--- config.mk ---
export PLATFORM = sky130hd
export DESIGN_NAME = tws_slave_ctrl
export DESIGN_NICKNAME = d
export VERILOG_FILES = /design/src/tws_pkg.sv /design/src/tws_slave_ctrl.sv
export SDC_FILE = /design/constraint.sdc
export NUM_CORES = 1
export LEC_CHECK = 0
export BUFFER_PORTS_ARGS = -buffer_cell sky130_fd_sc_hd__buf_2
export CAP_MARGIN = 20
export CORE_ASPECT_RATIO = 1.2
export CORE_MARGIN = 4
export CORE_UTILIZATION = 25
export DETAILED_ROUTE_END_ITERATION = 12
export PLACE_DENSITY = 0.41
export RECOVER_POWER = 25
export SLEW_MARGIN = 40
export SYNTH_ARGS = -nofsm -noshare
export SYNTH_HDL_FRONTEND = slang
export SYNTH_SLANG_ARGS = --single-unit
--- constraint.sdc ---
create_clock -name ref_clk -period 2.18 [get_ports ref_clk]
set_input_delay 0.218 -clock ref_clk [delete_from_list [all_inputs] [get_ports ref_clk]]
set_output_delay 0.218 -clock ref_clk [all_outputs]
set_load 0.02 [all_outputs]
--- src/tws_pkg.sv ---
/*
  Constants, types and register map of the two-wire slave control.
  Assumes one system clock and an 8-bit register port.
*/
package tws_pkg;
  // Register byte addresses
  localparam logic [7:0] TWS_ADDR_CTRL = 8'h00;
  localparam logic [7:0] TWS_ADDR_STAT = 8'h04;
  localparam logic [7:0] TWS_ADDR_DATA = 8'h08;
  localparam logic [7:0] TWS_ADDR_OWN = 8'h0C;
  localparam logic [7:0] TWS_ADDR_INTST = 8'h10;
  localparam logic [7:0] TWS_ADDR_INTMSK = 8'h14;
  // Control register bit positions
  localparam int TWS_CTRL_FLAG = 7;
  localparam int TWS_CTRL_ACKEN = 6;
  localparam int TWS_CTRL_STA = 5;
  localparam int TWS_CTRL_STO = 4;
  localparam int TWS_CTRL_EN = 2;
  // Interrupt status bit positions
  localparam int TWS_INT_DONE = 0;
  localparam int TWS_INT_ARB = 1;
  localparam int TWS_INT_WAKE = 2;
  // Status codes, prescaler bits always zero
  localparam logic [7:0] TWS_ST_START = 8'h08;
  localparam logic [7:0] TWS_ST_SRW = 8'h60;
  localparam logic [7:0] TWS_ST_SRW_ARB = 8'h68;
  localparam logic [7:0] TWS_ST_GC = 8'h70;
  localparam logic [7:0] TWS_ST_GC_ARB = 8'h78;
  localparam logic [7:0] TWS_ST_RX_ACK = 8'h80;
  localparam logic [7:0] TWS_ST_RX_NACK = 8'h88;
  localparam logic [7:0] TWS_ST_GRX_ACK = 8'h90;
  localparam logic [7:0] TWS_ST_GRX_NACK = 8'h98;
  localparam logic [7:0] TWS_ST_STR = 8'hA8;
  localparam logic [7:0] TWS_ST_STR_ARB = 8'hB0;
  localparam logic [7:0] TWS_ST_TX_ACK = 8'hB8;
  localparam logic [7:0] TWS_ST_TX_NACK = 8'hC0;
  localparam logic [7:0] TWS_ST_TX_LAST = 8'hC8;
  localparam logic [7:0] TWS_ST_NOINFO = 8'hF8;
  // General call address
  localparam logic [6:0] TWS_GC_ADDR = 7'h00;
  // Timing
  localparam int TWS_CLK_PERIOD_NS = 10;
  localparam int TWS_T_HD_STA_NS = 4000;
  localparam logic [8:0] TWS_T_HD_STA_CYC =
    9'((TWS_T_HD_STA_NS + TWS_CLK_PERIOD_NS - 1) / TWS_CLK_PERIOD_NS);

  // Controller states
  typedef enum logic [3:0] {
    TWS_IDLE = 4'h0,
    TWS_ADDR = 4'h1,
    TWS_AACK = 4'h2,
    TWS_HOLD = 4'h3,
    TWS_RXD = 4'h4,
    TWS_RXACK = 4'h5,
    TWS_TXD = 4'h6,
    TWS_TXACK = 4'h7,
    TWS_MSTART = 4'h8,
    TWS_MEND = 4'h9,
    TWS_IGNORE = 4'hA
  } tws_fsm_t;

  // Register port request
  typedef struct packed {
    logic [7:0] addr;
    logic [7:0] wdata;
    logic wr;
    logic rd;
  } tws_bus_req_t;

  // Whole module state
  typedef struct packed {
    logic sclS1, sclS2, sclPrev;
    logic sdaS1, sdaS2, sdaPrev;
    tws_fsm_t st;
    tws_fsm_t holdNext;
    logic [3:0] bitCnt;
    logic [7:0] shift;
    logic [8:0] cnt;
    logic isTx, isGc, lastByte, ackSeen;
    logic flag, ackEn, startReq, stopReq, enable;
    logic [7:0] status;
    logic [7:0] dataReg;
    logic [7:0] ownAddr;
    logic [2:0] intSt;
    logic [2:0] intMask;
    logic [7:0] rdData;
    logic sdaOe, sclOe;
    logic busy, startPend, wake;
  } tws_state_t;

  localparam tws_state_t TWS_STATE_RST = '{
    sclS1: 1'b1, sclS2: 1'b1, sclPrev: 1'b1,
    sdaS1: 1'b1, sdaS2: 1'b1, sdaPrev: 1'b1,
    st: TWS_IDLE, holdNext: TWS_IDLE,
    status: TWS_ST_NOINFO,
    default: '0
  };
endpackage

--- src/tws_slave_ctrl.sv ---
/*
  Slave control of a byte-oriented two-wire serial interface:
  address and general-call recognition, acknowledge control,
  slave receive and transmit, clock stretching, start request
  and wake from deep sleep.
  Assumes open-drain SCL and SDA resolved outside, and a
  register master on ref_clk that never waits.
*/
`timescale 1ns/100ps
module tws_slave_ctrl
  import tws_pkg::*;
(
  input wire logic ref_clk, // System clock
  input wire logic rst_n, // Async reset, low
  input wire tws_bus_req_t busReq, // Register request
  output logic [7:0] rdData, // Read data, next cycle
  input wire logic sclIn, // SCL wire level
  output logic sclOut, // SCL drive value
  output logic sclOe, // SCL pull low enable
  input wire logic sdaIn, // SDA wire level
  output logic sdaOut, // SDA drive value
  output logic sdaOe, // SDA pull low enable
  input wire logic deepSleep, // Non-idle sleep active
  output logic wakeReq, // Wake request level
  output logic irq // Interrupt level
);

  tws_state_t s; // Current state
  tws_state_t n; // Next state
  logic sclRise; // SCL rising edge
  logic sclFall; // SCL falling edge
  logic startC; // START seen
  logic stopC; // STOP seen
  logic ownHit; // Own address match
  logic gcHit; // General call match
  logic arb; // Addressed while start pending

  // Write strobe decode for one register
  function automatic logic wrHit(input tws_bus_req_t r,
                                 input logic [7:0] a);
    return r.wr && (r.addr == a);
  endfunction

  // Edge and condition detect on synced pins
  assign sclRise = s.sclS2 & ~s.sclPrev;
  assign sclFall = ~s.sclS2 & s.sclPrev;
  assign startC = s.sclS2 & s.sclPrev & s.sdaPrev & ~s.sdaS2;
  assign stopC = s.sclS2 & s.sclPrev & ~s.sdaPrev & s.sdaS2;

  assign ownHit = s.ackEn && (s.shift[7:1] == s.ownAddr[7:1]);
  assign gcHit = s.ackEn && s.ownAddr[0] &&
                 (s.shift[7:1] == TWS_GC_ADDR) && !s.shift[0];
  assign arb = s.startPend;

  // Next state
  always_comb begin
    n = s;
    // Two-stage sync, then edge history
    n.sclS1 = sclIn;
    n.sclS2 = s.sclS1;
    n.sclPrev = s.sclS2;
    n.sdaS1 = sdaIn;
    n.sdaS2 = s.sdaS1;
    n.sdaPrev = s.sdaS2;
    // Wake stays only while asleep
    n.wake = s.wake & deepSleep;

    // Control register write
    if (wrHit(busReq, TWS_ADDR_CTRL)) begin
      n.ackEn = busReq.wdata[TWS_CTRL_ACKEN];
      n.startReq = busReq.wdata[TWS_CTRL_STA];
      n.stopReq = busReq.wdata[TWS_CTRL_STO];
      n.enable = busReq.wdata[TWS_CTRL_EN];
      // Flag cleared by writing one
      if (busReq.wdata[TWS_CTRL_FLAG]) begin
        n.flag = 1'b0;
      end
    end
    // Data and address writes
    if (wrHit(busReq, TWS_ADDR_DATA)) begin
      n.dataReg = busReq.wdata;
    end
    if (wrHit(busReq, TWS_ADDR_OWN)) begin
      n.ownAddr = busReq.wdata;
    end
    // Interrupt status, write one to clear
    if (wrHit(busReq, TWS_ADDR_INTST)) begin
      n.intSt = s.intSt & ~busReq.wdata[2:0];
    end
    if (wrHit(busReq, TWS_ADDR_INTMSK)) begin
      n.intMask = busReq.wdata[2:0];
    end

    // Read data, valid the next cycle only
    n.rdData = 8'h00;
    if (busReq.rd) begin
      case (busReq.addr)
        TWS_ADDR_CTRL: begin
          n.rdData = {s.flag, s.ackEn, s.startReq, s.stopReq,
                      1'b0, s.enable, 2'b00};
        end
        TWS_ADDR_STAT: begin
          // Prescaler and reserved bits read zero
          n.rdData = {s.status[7:3], 3'b000};
        end
        TWS_ADDR_DATA: n.rdData = s.dataReg;
        TWS_ADDR_OWN: n.rdData = s.ownAddr;
        TWS_ADDR_INTST: n.rdData = {5'b00000, s.intSt};
        TWS_ADDR_INTMSK: n.rdData = {5'b00000, s.intMask};
        default: n.rdData = 8'h00;
      endcase
    end

    // Bus busy tracking, kept even when not addressed
    if (startC) begin
      n.busy = 1'b1;
    end
    if (stopC) begin
      n.busy = 1'b0;
    end

    // Bus conditions restart the byte engine outside HOLD, MSTART and MEND
    if (s.st != TWS_HOLD && s.st != TWS_MSTART &&
        s.st != TWS_MEND) begin
      if (startC && s.enable) begin
        n.st = TWS_ADDR;
        n.bitCnt = 4'h0;
        n.sdaOe = 1'b0;
      end else if (stopC) begin
        n.st = TWS_IDLE;
        n.sdaOe = 1'b0;
      end
    end

    // Byte engine
    case (s.st)
      TWS_IDLE: begin
        if (s.startPend && !s.busy && s.enable) begin
          n.st = TWS_MSTART;
          n.cnt = 9'h000;
          n.sdaOe = 1'b1;
        end
      end
      TWS_ADDR: begin
        if (sclRise) begin
          n.shift = {s.shift[6:0], s.sdaS2};
          n.bitCnt = s.bitCnt + 4'h1;
        end else if (sclFall && s.bitCnt == 4'h8) begin
          // Own or general call plus direction
          if (ownHit || gcHit) begin
            n.sdaOe = 1'b1;
            n.st = TWS_AACK;
            n.isTx = s.shift[0];
            n.isGc = gcHit && !ownHit;
          end else begin
            n.st = TWS_IGNORE;
          end
        end
      end
      TWS_AACK: begin
        if (sclFall) begin
          n.sdaOe = 1'b0;
          n.flag = 1'b1;
          n.intSt[TWS_INT_DONE] = 1'b1;
          n.sclOe = 1'b1;
          n.bitCnt = 4'h0;
          n.st = TWS_HOLD;
          if (arb) begin
            n.intSt[TWS_INT_ARB] = 1'b1;
          end
          if (s.isTx) begin
            n.status = arb ? TWS_ST_STR_ARB : TWS_ST_STR;
            n.holdNext = TWS_TXD;
          end else if (s.isGc) begin
            n.status = arb ? TWS_ST_GC_ARB : TWS_ST_GC;
            n.holdNext = TWS_RXD;
          end else begin
            n.status = arb ? TWS_ST_SRW_ARB : TWS_ST_SRW;
            n.holdNext = TWS_RXD;
          end
          if (deepSleep) begin
            n.wake = 1'b1;
            n.intSt[TWS_INT_WAKE] = 1'b1;
          end
        end
      end
      TWS_HOLD: begin
        n.sclOe = 1'b1;
        if (!s.flag) begin
          n.sclOe = 1'b0;
          n.bitCnt = 4'h0;
          if (s.stopReq && s.holdNext != TWS_MEND) begin
            // Software recovery to not-addressed mode
            n.stopReq = 1'b0;
            n.st = TWS_IDLE;
          end else begin
            case (s.holdNext)
              TWS_TXD: begin
                // First bit goes out while SCL still low
                n.shift = s.dataReg;
                n.lastByte = !s.ackEn;
                n.sdaOe = !s.dataReg[7];
                n.bitCnt = 4'h1;
                n.st = TWS_TXD;
              end
              TWS_RXD: n.st = TWS_RXD;
              TWS_MEND: begin
                n.cnt = 9'h000;
                n.st = TWS_MEND;
              end
              default: begin
                if (s.startReq) begin
                  n.startPend = 1'b1;
                end
                n.st = TWS_IDLE;
              end
            endcase
          end
        end
      end
      TWS_RXD: begin
        if (sclRise) begin
          n.shift = {s.shift[6:0], s.sdaS2};
          n.bitCnt = s.bitCnt + 4'h1;
        end else if (sclFall && s.bitCnt == 4'h8) begin
          n.sdaOe = s.ackEn;
          n.lastByte = !s.ackEn;
          n.st = TWS_RXACK;
        end
      end
      TWS_RXACK: begin
        if (sclFall) begin
          n.sdaOe = 1'b0;
          n.flag = 1'b1;
          n.intSt[TWS_INT_DONE] = 1'b1;
          n.sclOe = 1'b1;
          n.st = TWS_HOLD;
          // Data register not loaded in sleep
          if (!deepSleep) begin
            n.dataReg = s.shift;
          end
          if (s.isGc) begin
            n.status = s.lastByte ? TWS_ST_GRX_NACK : TWS_ST_GRX_ACK;
          end else begin
            n.status = s.lastByte ? TWS_ST_RX_NACK : TWS_ST_RX_ACK;
          end
          // Drop to not-addressed mode after NACK
          n.holdNext = s.lastByte ? TWS_IDLE : TWS_RXD;
        end
      end
      TWS_TXD: begin
        if (sclFall) begin
          if (s.bitCnt == 4'h8) begin
            // Release SDA for the master's acknowledge
            n.sdaOe = 1'b0;
            n.st = TWS_TXACK;
          end else begin
            n.shift = {s.shift[6:0], 1'b1};
            n.sdaOe = !s.shift[6];
            n.bitCnt = s.bitCnt + 4'h1;
          end
        end
      end
      TWS_TXACK: begin
        if (sclRise) begin
          n.ackSeen = !s.sdaS2;
        end else if (sclFall) begin
          n.flag = 1'b1;
          n.intSt[TWS_INT_DONE] = 1'b1;
          n.sclOe = 1'b1;
          n.st = TWS_HOLD;
          if (!s.ackSeen) begin
            n.status = TWS_ST_TX_NACK;
          end else if (s.lastByte) begin
            n.status = TWS_ST_TX_LAST;
          end else begin
            n.status = TWS_ST_TX_ACK;
          end
          n.holdNext = (s.ackSeen && !s.lastByte) ? TWS_TXD :
                       TWS_IDLE;
        end
      end
      TWS_IGNORE: begin
        // Wait for next START or STOP
        n.sdaOe = 1'b0;
      end
      TWS_MSTART: begin
        // Hold SDA low with SCL high
        n.sdaOe = 1'b1;
        n.cnt = s.cnt + 9'h001;
        if (s.cnt == TWS_T_HD_STA_CYC - 9'h001) begin
          n.sclOe = 1'b1;
          n.flag = 1'b1;
          n.intSt[TWS_INT_DONE] = 1'b1;
          n.status = TWS_ST_START;
          n.startPend = 1'b0;
          n.startReq = 1'b0;
          n.holdNext = TWS_MEND;
          n.st = TWS_HOLD;
        end
      end
      TWS_MEND: begin
        // SCL released first, then SDA: a STOP
        n.cnt = s.cnt + 9'h001;
        if (s.cnt == TWS_T_HD_STA_CYC - 9'h001) begin
          n.sdaOe = 1'b0;
          n.st = TWS_IDLE;
        end
      end
      default: begin
        n.st = TWS_IDLE;
        n.sdaOe = 1'b0;
        n.sclOe = 1'b0;
      end
    endcase

    // Disabled interface lets go of the bus
    if (!s.enable) begin
      n.st = TWS_IDLE;
      n.sdaOe = 1'b0;
      n.sclOe = 1'b0;
      n.startPend = 1'b0;
    end
  end

  // State register
  always_ff @(posedge ref_clk or negedge rst_n) begin
    if (!rst_n) begin
      s <= TWS_STATE_RST;
    end else begin
      s <= n;
    end
  end

  // Outputs
  assign rdData = s.rdData;
  assign sclOut = 1'b0;
  assign sdaOut = 1'b0;
  assign sclOe = s.sclOe;
  assign sdaOe = s.sdaOe;
  assign wakeReq = s.wake;
  assign irq = |(s.intSt & s.intMask);

endmodule // tws_slave_ctrl

==> reports/metrics.yaml, run 1 <==
pre_cts_ws_ps: 158
cap_viol_max_count: 0
drive_above_1_share: 0.223
crit_path_top_delay_cell: "dfrtp_1"
synth_cell_types: 60
wl_mm: 14.0
finalMaxSlewViolations: 0
vias: 3883
gr-total-overflow: 0
routabilityCongestion: 0.879
synth_edf_count: 0
synth_seq_cells: 83
antennaDiodeCount: 0
peakVddDrop_mv: 0.324
die_area_um2: 20800
arrival_ps: 2240
setup_tns_ps: 0
worstSetupPathType: "reg -> reg"
cp-start-kind: "flop"
worst_slew_pin_slew_ps: 1020
cts_root_buf: "clkbuf_16"
io_buffers: 34
post_drt_wl_per_cell_um: 18.2
route.detailed.drc: 0
finalCriticalPeriod_ps: 1980
synthTopCellsByCount: "72 x dfrtp_1, 53 x nand2_1, 52 x o21ai_0"
yosysSeqAreaShare: 0.450
min_period_over_period: 0.907
cp_max_fo: 6
clkLatencyLatePin_ps: 350
syn_inst: 493
grt_first_pass_wirelength_mm: 22.7
synth_ff_type: "dfrtp_1"
netlist_area_um2: 4650
crit_family: "compound AO/OA/AOI/OAI gates"
path_clk_slew_ps: 60
avgViaCountPerCell: 5.03
nNetsFinal: 569
core_area_um2: 18200
postRouteAntennaNets: 0
ys_warn_count: 0
ctsLongestPathBuffers: 2
first_pass_iters: 4
crit_chain: "nand3b_1 > a21oi_1 > or3_1 > nand2_1 > a221o_1 > a31oi_1"
die_w_um: 132
max_freq_ghz: 0.506
num_rows: 54
max_stage_delay_ps: 440
skew_ps: 7.68
htreeDepth: 3
syn_area_per_cell_um2: 9.42
antenna_found_initial: 0
synth_area_leader_cell: "dfrtp_1"
endpoint_kind: "flop"
async_flop_share: 1.00
fp.dieH_um: 157
max_slew_margin: 0.319
cts_tree: "done"
crit_buf_inv: 0
synth_area_leaders: "dfrtp_1 39%, dfstp_2 6.2%, o21ai_0 5.6%"
synthToLayoutAreaGrowth_pct: 19.1
cts_buffers: 9
grtUsageTotal: 0.140
cts_sinks: 83
crit_required_ps: 2440
r2r_setup_slack_ps: 200
initial_core_util: 0.255
grt_setup_unrepaired: "no"
p_leak_nw: 2.48
hold_violations: 0
status: "finished clean"
final.fill_count: 1925
io_pins: 37
synth_top_area_share: 0.388
power_density_nw_per_um2: 621
finalSetupViolCount: 0
first_global_vias: 4037
setup_slack_ps: 202
grt_max_degree: 41
yosysMostFrequentCell: "dfrtp_1"
hold_path.class: "in -> reg"
drt_iter0_drc: 288
dp_hpwl_mm: 10.6
## placed cells by master (no fill, tap or decap), types with 5 or more instances in the layout
cell | synthesis | routed
mux2_2 | 17 | 17
buf_2 | 14 | 33
and3_1 | 8 | 8
o21ai_0 | 52 | 52
nor3_1 | 10 | 10
clkbuf_16 | 0 | 9
nor2b_1 | 12 | 12
nand4_1 | 7 | 7
o21a_1 | 5 | 5
dfrtp_1 | 72 | 72
xnor2_1 | 8 | 8
mux2i_1 | 17 | 17
nand3_1 | 10 | 10
a22o_1 | 5 | 5
nand2_1 | 53 | 53
a22oi_1 | 8 | 8
nand2b_1 | 11 | 11
a21oi_1 | 24 | 24
buf_4 | 11 | 31
inv_1 | 12 | 12
nor2_1 | 44 | 44
dfstp_2 | 11 | 9
a31oi_1 | 8 | 8
## power by group
part	internal (W)	switching (W)	total (W)	leakage, nW
combinational	0.0000769	0.000110	0.000187	1.23
sequential	0.00157	0.0000333	0.00161	1.11
clock	0.00101	0.000640	0.00165	0.143
## layout make-up
class	count	area (um^2)	share of cell area
inverters	12	45.0	0.00814
well taps	224	280	0.0506
multi-input cells	366	2330	0.421
flip-flops and latches	83	2090	0.378
clock buffers	12	236	0.0427
repair buffers	71	477	0.0861
clock inverters	4	75.1	0.0136
## flip-flops by register name, indices dropped and copies added (netlist names)
name,flops
arb,1
n,4
rdData,8
s,67
sclOe,1
sdaOe,1
wakeReq,1
## logic make-up (layout without fill, tap and decap cells)
| logic type | Yosys count | count (layout) | share of synthesized area |
|---|---|---|---|
| and+or+nand+nor | 177 | 177 | 0.187 |
| other | 1 | 2 | 0.000807 |
| xor gates and xnor gates | 10 | 10 | 0.0189 |
| muxes | 40 | 40 | 0.104 |
| buffers and inverters | 45 | 99 | 0.0506 |
| AOI/OAI and AO/OA | 134 | 134 | 0.180 |
| adders and majority gates | 3 | 3 | 0.00808 |
| DFF | 83 | 83 | 0.450 |
## worst register-to-register path, stage by stage (launching register included)
cell and delay (ps):
dfrtp_1 440, nand3b_1 180, a21oi_1 390, or3_1 290, nand2_1 80, a221o_1 340
a31oi_1 170
## per-stage QoR
stage          instances  area, um^2  total power, W   util  hold slack [ps]
2_1_floorplan        494        4650         0.00171      -            -77.6
3_3_place_gp         753        5190         0.00182  0.285              224
3_5_place_dp         753        5190         0.00182  0.285              228
6_report             772        5530         0.00344  0.303              122
5_1_grt              772        5530         0.00359  0.303              114
4_1_cts              772        5530         0.00351  0.303              110
## worst paths after layout
path | start | endpoint | cells after the start
hold / removal | busReq[5] | s[22] | 2
hold reg to reg | n[85] | n[84] | 0
min in group asynchronous | rst_n | s[57] | 2
setup / recovery | s[80] | s[78] | 6
setup reg to reg | s[80] | s[78] | 6
max in group asynchronous | rst_n | arb | 3
## per-layer routing
metal	vias up	routed length [um]	track usage
met5	-	0	0
met4	0	212	0.0421
met3	10	568	0.0400
met2	95	6930	0.239
met1	1903	6330	0.174
li1	1875	-	-
## timing repair
action                                 CTS  global route
gates resized for setup                  0             1
hold buffers                             3             0
setup endpoints to repair                0             6
buffers inserted                         0             0
endpoints found under the hold margin   29             0
No activity file was read; power rests on OpenSTA's default activity.
==> inputs of run 2 (changes only) <==
==> constraint.sdc (replaced) <==
create_clock -name ref_clk -period 2.4 [get_ports ref_clk]
set_input_delay 0.24 -clock ref_clk [delete_from_list [all_inputs] [get_ports ref_clk]]
set_output_delay 0.24 -clock ref_clk [all_outputs]
set_load 0.02 [all_outputs]
==> reports/metrics.yaml, run 2 (same netlist as run 1, synthesis figures left out) <==
crit_required_ps: 2660
worstRegToRegCells: 6
p_total_w: 0.00307
vias: 3806
fin_area_um2: 5440
finalSetupViolCount: 0
grt_first_pass_wirelength_mm: 22.6
largest_reg_flops: 67
setup_slack_ps: 238
fin_util: 0.298
ctsLongestPathBuffers: 2
final_cell_mix: "72 x dfrtp_1, 53 x nand2_1, 52 x o21ai_0"
internal_power_w: 0.00234
r2r_setup_slack_ps: 240
die_w_um: 132
grt_max_degree: 47
num_rows: 54
wl_mm: 14.0
p_sw_w: 0.000732
hold_path.class: "in -> reg"
drt_iter0_drc: 260
pre_cts_ws_ps: 231
io_buffers: 34
postRouteAntennaNets: 0
min_period_over_period: 0.901
post_drt_wl_per_cell_um: 18.3
power_density_nw_per_um2: 564
hold_violations: 0
synthToLayoutAreaGrowth_pct: 17.1
htreeDepth: 3
skew_ps: 6.13
setup_tns_ps: 0
place_area_um2: 5100
drive_above_1_share: 0.214
sequentialPowerShare: 0.476
final.fill_count: 1950
dp_hpwl_mm: 10.3
cts_sinks: 83
antenna_found_initial: 0
die_area_um2: 20800
first_pass_iters: 4
arrival_ps: 2420
status: "finished clean"
grt_setup_unrepaired: "no"
final_common_cell: "dfrtp_1"
io_pins: 37
initial_core_util: 0.255
core_area_um2: 18200
routabilityCongestion: 0.886
reg2reg_from: "s[80]"
comb_power_share: 0.054
power_frac_clock: 0.470
max_freq_ghz: 0.462
multi_input_area_um2: 2330
endpoint_kind: "flop"
worstSetupPathType: "reg -> reg"
worstHoldEndpoint: "s[22]"
finalCriticalPeriod_ps: 2160
worst_slew_pin_slew_ps: 1060
cts_tree: "done"
route.detailed.drc: 0
cts_buffers: 9
swShare: 0.239
cts_root_buf: "clkbuf_16"
path_clk_slew_ps: 70
p_leak_nw: 2.43
fp.dieH_um: 157
cp-start-kind: "flop"
avgViaCountPerCell: 4.99
antennaDiodeCount: 0
clkLatencyLatePin_ps: 350
cap_viol_max_count: 0
peakVddDrop_mv: 0.291
grtUsageTotal: 0.138
top_register: "s"
r2r_end: "s[78]"
gr-total-overflow: 0
hp-start: "busReq[5]"
max_slew_margin: 0.294
seqCellArea_um2: 2090
finalMaxSlewViolations: 0
worstHoldPathCells: 2
nNetsFinal: 559
first_global_vias: 3890
cts_setup_buffers: 0
cp_max_fo: 19
[run 2: changes by cell type in the layout (fill, tap and decap cells not counted), sizes merged]
cell | before | now
clkbuf | 14 | 12
buf | 66 | 57
clkinvlp | 2 | 1
bufinv | 2 | 1
clkinv | 0 | 2
inv | 12 | 13
[run 2: how the worst max path moves through the flow]
| stage | start | to | slack, ps | cells past startpoint |
|---|---|---|---|---|
| after global routing | s[80] | s[72] | 3 | 6 |
| after CTS | s[80] | s[60] | 240 | 6 |
| after detailed placement | busReq[11] | s[47] | 230 | 7 |
| final | s[80] | s[78] | 240 | 6 |
| after floorplan | n[84] | s[77] | 540 | 8 |
| after global placement | busReq[11] | s[47] | 220 | 7 |
[run 2: metrics by stage]
step,cells,hold WS [ps]
floorplan,494,-55.6
global placement,743,266
detailed placement,743,265
CTS,762,134
global route,762,150
finish,762,146
[run 2: layout make-up]
type | count | area share
Clock buffer | 11 | 0.0446
Clock inverter | 5 | 0.0110
Inverter | 12 | 0.00828
Multi-Input combinational cell | 366 | 0.428
Sequential cell | 83 | 0.384
Tap cell | 224 | 0.0515
Timing Repair Buffer | 61 | 0.0722
[run 2: layer usage]
metal | wire length (um) | vias up | global-route usage
met5 | 0 | - | 0
met4 | 246 | 0 | 0.0386
met3 | 754 | 17 | 0.0358
met2 | 6500 | 105 | 0.220
met1 | 6470 | 1830 | 0.188
li1 | - | 1854 | -
[run 2: power groups by stage]
stage                     Sequential, W  Combinational, W  Clock, W
final                           0.00146          0.000167   0.00144
after floorplan                 0.00147         0.0000809         0
after detailed placement        0.00148          0.000166         0
after CTS                       0.00146          0.000171   0.00149
after global placement          0.00149          0.000167         0
after global routing            0.00146          0.000188   0.00155
[run 2: repair_timing]
item,4_1_cts,5_1_grt
endpoints found under the setup margin,0,4
hold buffers,3,0
hold endpoints to repair,33,0
resized for setup,0,1
[run 2: critical path, stage by stage, from the launching register on]
cell and delay, ps:
dfrtp_1 590, nand3b_1 260, a21oi_1 380, or3_1 280, nand2_1 80, a221o_1 340
a31oi_1 150
==> inputs of run 3 (changes only) <==
--- a/config.mk
+++ b/config.mk
@@ -5,13 +5,13 @@
 export SDC_FILE = /design/constraint.sdc
 export NUM_CORES = 1
 export LEC_CHECK = 0
-export BUFFER_PORTS_ARGS = -buffer_cell sky130_fd_sc_hd__buf_2
 export CAP_MARGIN = 20
 export CORE_ASPECT_RATIO = 1.2
 export CORE_MARGIN = 4
 export CORE_UTILIZATION = 25
 export DETAILED_ROUTE_END_ITERATION = 12
-export PLACE_DENSITY = 0.41
+export DONT_BUFFER_PORTS = 1
+export PLACE_DENSITY = 0.39
 export RECOVER_POWER = 25
 export SLEW_MARGIN = 40
 export SYNTH_ARGS = -nofsm -noshare
==> reports/metrics.yaml, run 3 (same netlist as run 1, synthesis figures left out) <==
status: "finished clean"
grt_max_degree: 84
p_sw_w: 0.000708
first_pass_iters: 5
vias: 3752
min_period_over_period: 0.956
power_frac_clock: 0.494
cap_viol_max_count: 0
cts_buffers: 9
grt_setup_unrepaired: "no"
drt_iter0_drc: 284
path_clk_slew_ps: 70
sequentialPowerShare: 0.465
first_global_vias: 3763
arrival_ps: 2540
p_leak_nw: 2.27
hold_violations: 0
cp-start-kind: "flop"
grtUsageTotal: 0.137
route.detailed.drc: 0
num_rows: 54
hold_path.class: "in -> reg"
routabilityCongestion: 0.873
swShare: 0.226
drive_above_1_share: 0.152
grt_first_pass_wirelength_mm: 22.3
finalCriticalPeriod_ps: 2290
nNetsFinal: 522
htreeDepth: 3
skew_ps: 7.58
fp.dieH_um: 157
endpoint_kind: "flop"
crit_chain: "nand3b_1 > a21oi_1 > or3_1 > nand2_1 > a221o_1 > a31oi_1"
gr-total-overflow: 0
worst_slew_pin_slew_ps: 1180
synthToLayoutAreaGrowth_pct: 13.4
io_pins: 37
setup_slack_ps: 106
dp_hpwl_mm: 10.3
wl_mm: 14.0
final_cell_mix: "72 x dfrtp_1, 53 x nand2_1, 52 x o21ai_0"
max_slew_margin: 0.211
cts_tree: "done"
post_drt_wl_per_cell_um: 19.2
top_register: "s"
finalSetupViolCount: 0
die_w_um: 132
worstSetupPathType: "reg -> reg"
die_area_um2: 20800
pre_cts_ws_ps: 192
finalMaxSlewViolations: 0
placed_cells: 703
io_buffers: 0
core_area_um2: 18200
max_freq_ghz: 0.436
fin_cells: 725
cp_max_fo: 19
final_common_cell: "dfrtp_1"
cts_setup_buffers: 0
antenna_found_initial: 0
comb_power_share: 0.041
cts_root_buf: "clkbuf_16"
ctsLongestPathBuffers: 2
setup_tns_ps: 0
holdWs_ps: 36.8
postRouteAntennaNets: 0
largest_reg_flops: 67
avgViaCountPerCell: 5.18
initial_core_util: 0.255
power_density_nw_per_um2: 596
internal_power_w: 0.00243
clkLatencyLatePin_ps: 350
antennaDiodeCount: 0
peakVddDrop_mv: 0.315
cts_sinks: 83
crit_required_ps: 2650
max_stage_delay_ps: 620
crit_path_top_delay_cell: "dfrtp_1"
[run 3: final timing paths]
path	from	to	slack (ps)	depth (start not counted)
max	s[80]	s[78]	110	6
min	deepSleep	s[18]	40	1
max reg2reg	s[80]	s[78]	110	6
min reg2reg	n[82]	n[81]	360	0
max in group asynchronous	rst_n	s[49]	930	2
min in group asynchronous	rst_n	s[53]	670	2
[run 3: critical path: cells and delay by family (launching register included)]
kind,cells,cell delay [ps]
AO/OA/AOI/OAI,3,940
flip-flops,1,620
AND/OR/NAND/NOR,3,630
[run 3: timing repair]
action | CTS | global route
hold buffers | 6 | 0
gates resized for setup | 0 | 1
endpoints found under the setup margin | 0 | 3
hold endpoints to repair | 87 | 0
[run 3: final cells by class]
type                            count  area (um^2)
Clock inverter                      5         86.3
Timing Repair Buffer               24          193
Fill cell                        1907        13000
Tap cell                          224          280
Multi-Input combinational cell    366         2330
Inverter                           12         45.0
Clock buffer                       11          243
Sequential cell                    83         2090
[run 3: stage by stage]
step	utilization	area (um^2)	power, W
floorplan	-	4650	0.00155
global placement	0.267	4870	0.00158
detailed placement	0.267	4870	0.00158
CTS	0.290	5280	0.00318
global route	0.289	5270	0.00325
finish	0.289	5270	0.00314
[run 3: layer usage]
layer | vias up | share of wire | global-route usage | wire, um
met5 | - | 0 | 0 | 0
met4 | 0 | 0.019 | 0.0485 | 265
met3 | 15 | 0.043 | 0.0221 | 595
met2 | 98 | 0.49 | 0.234 | 6860
met1 | 1858 | 0.45 | 0.175 | 6240
li1 | 1781 | - | - | -
[run 3: power by group through the flow]
stage          Combinational (W)  Clock [W]  Sequential [W]
6_report                0.000127    0.00155         0.00146
5_1_grt                 0.000145    0.00164         0.00146
4_1_cts                 0.000136    0.00159         0.00146
3_5_place_dp           0.0000931          0         0.00149
3_3_place_gp           0.0000926          0         0.00149
2_1_floorplan          0.0000809          0         0.00147
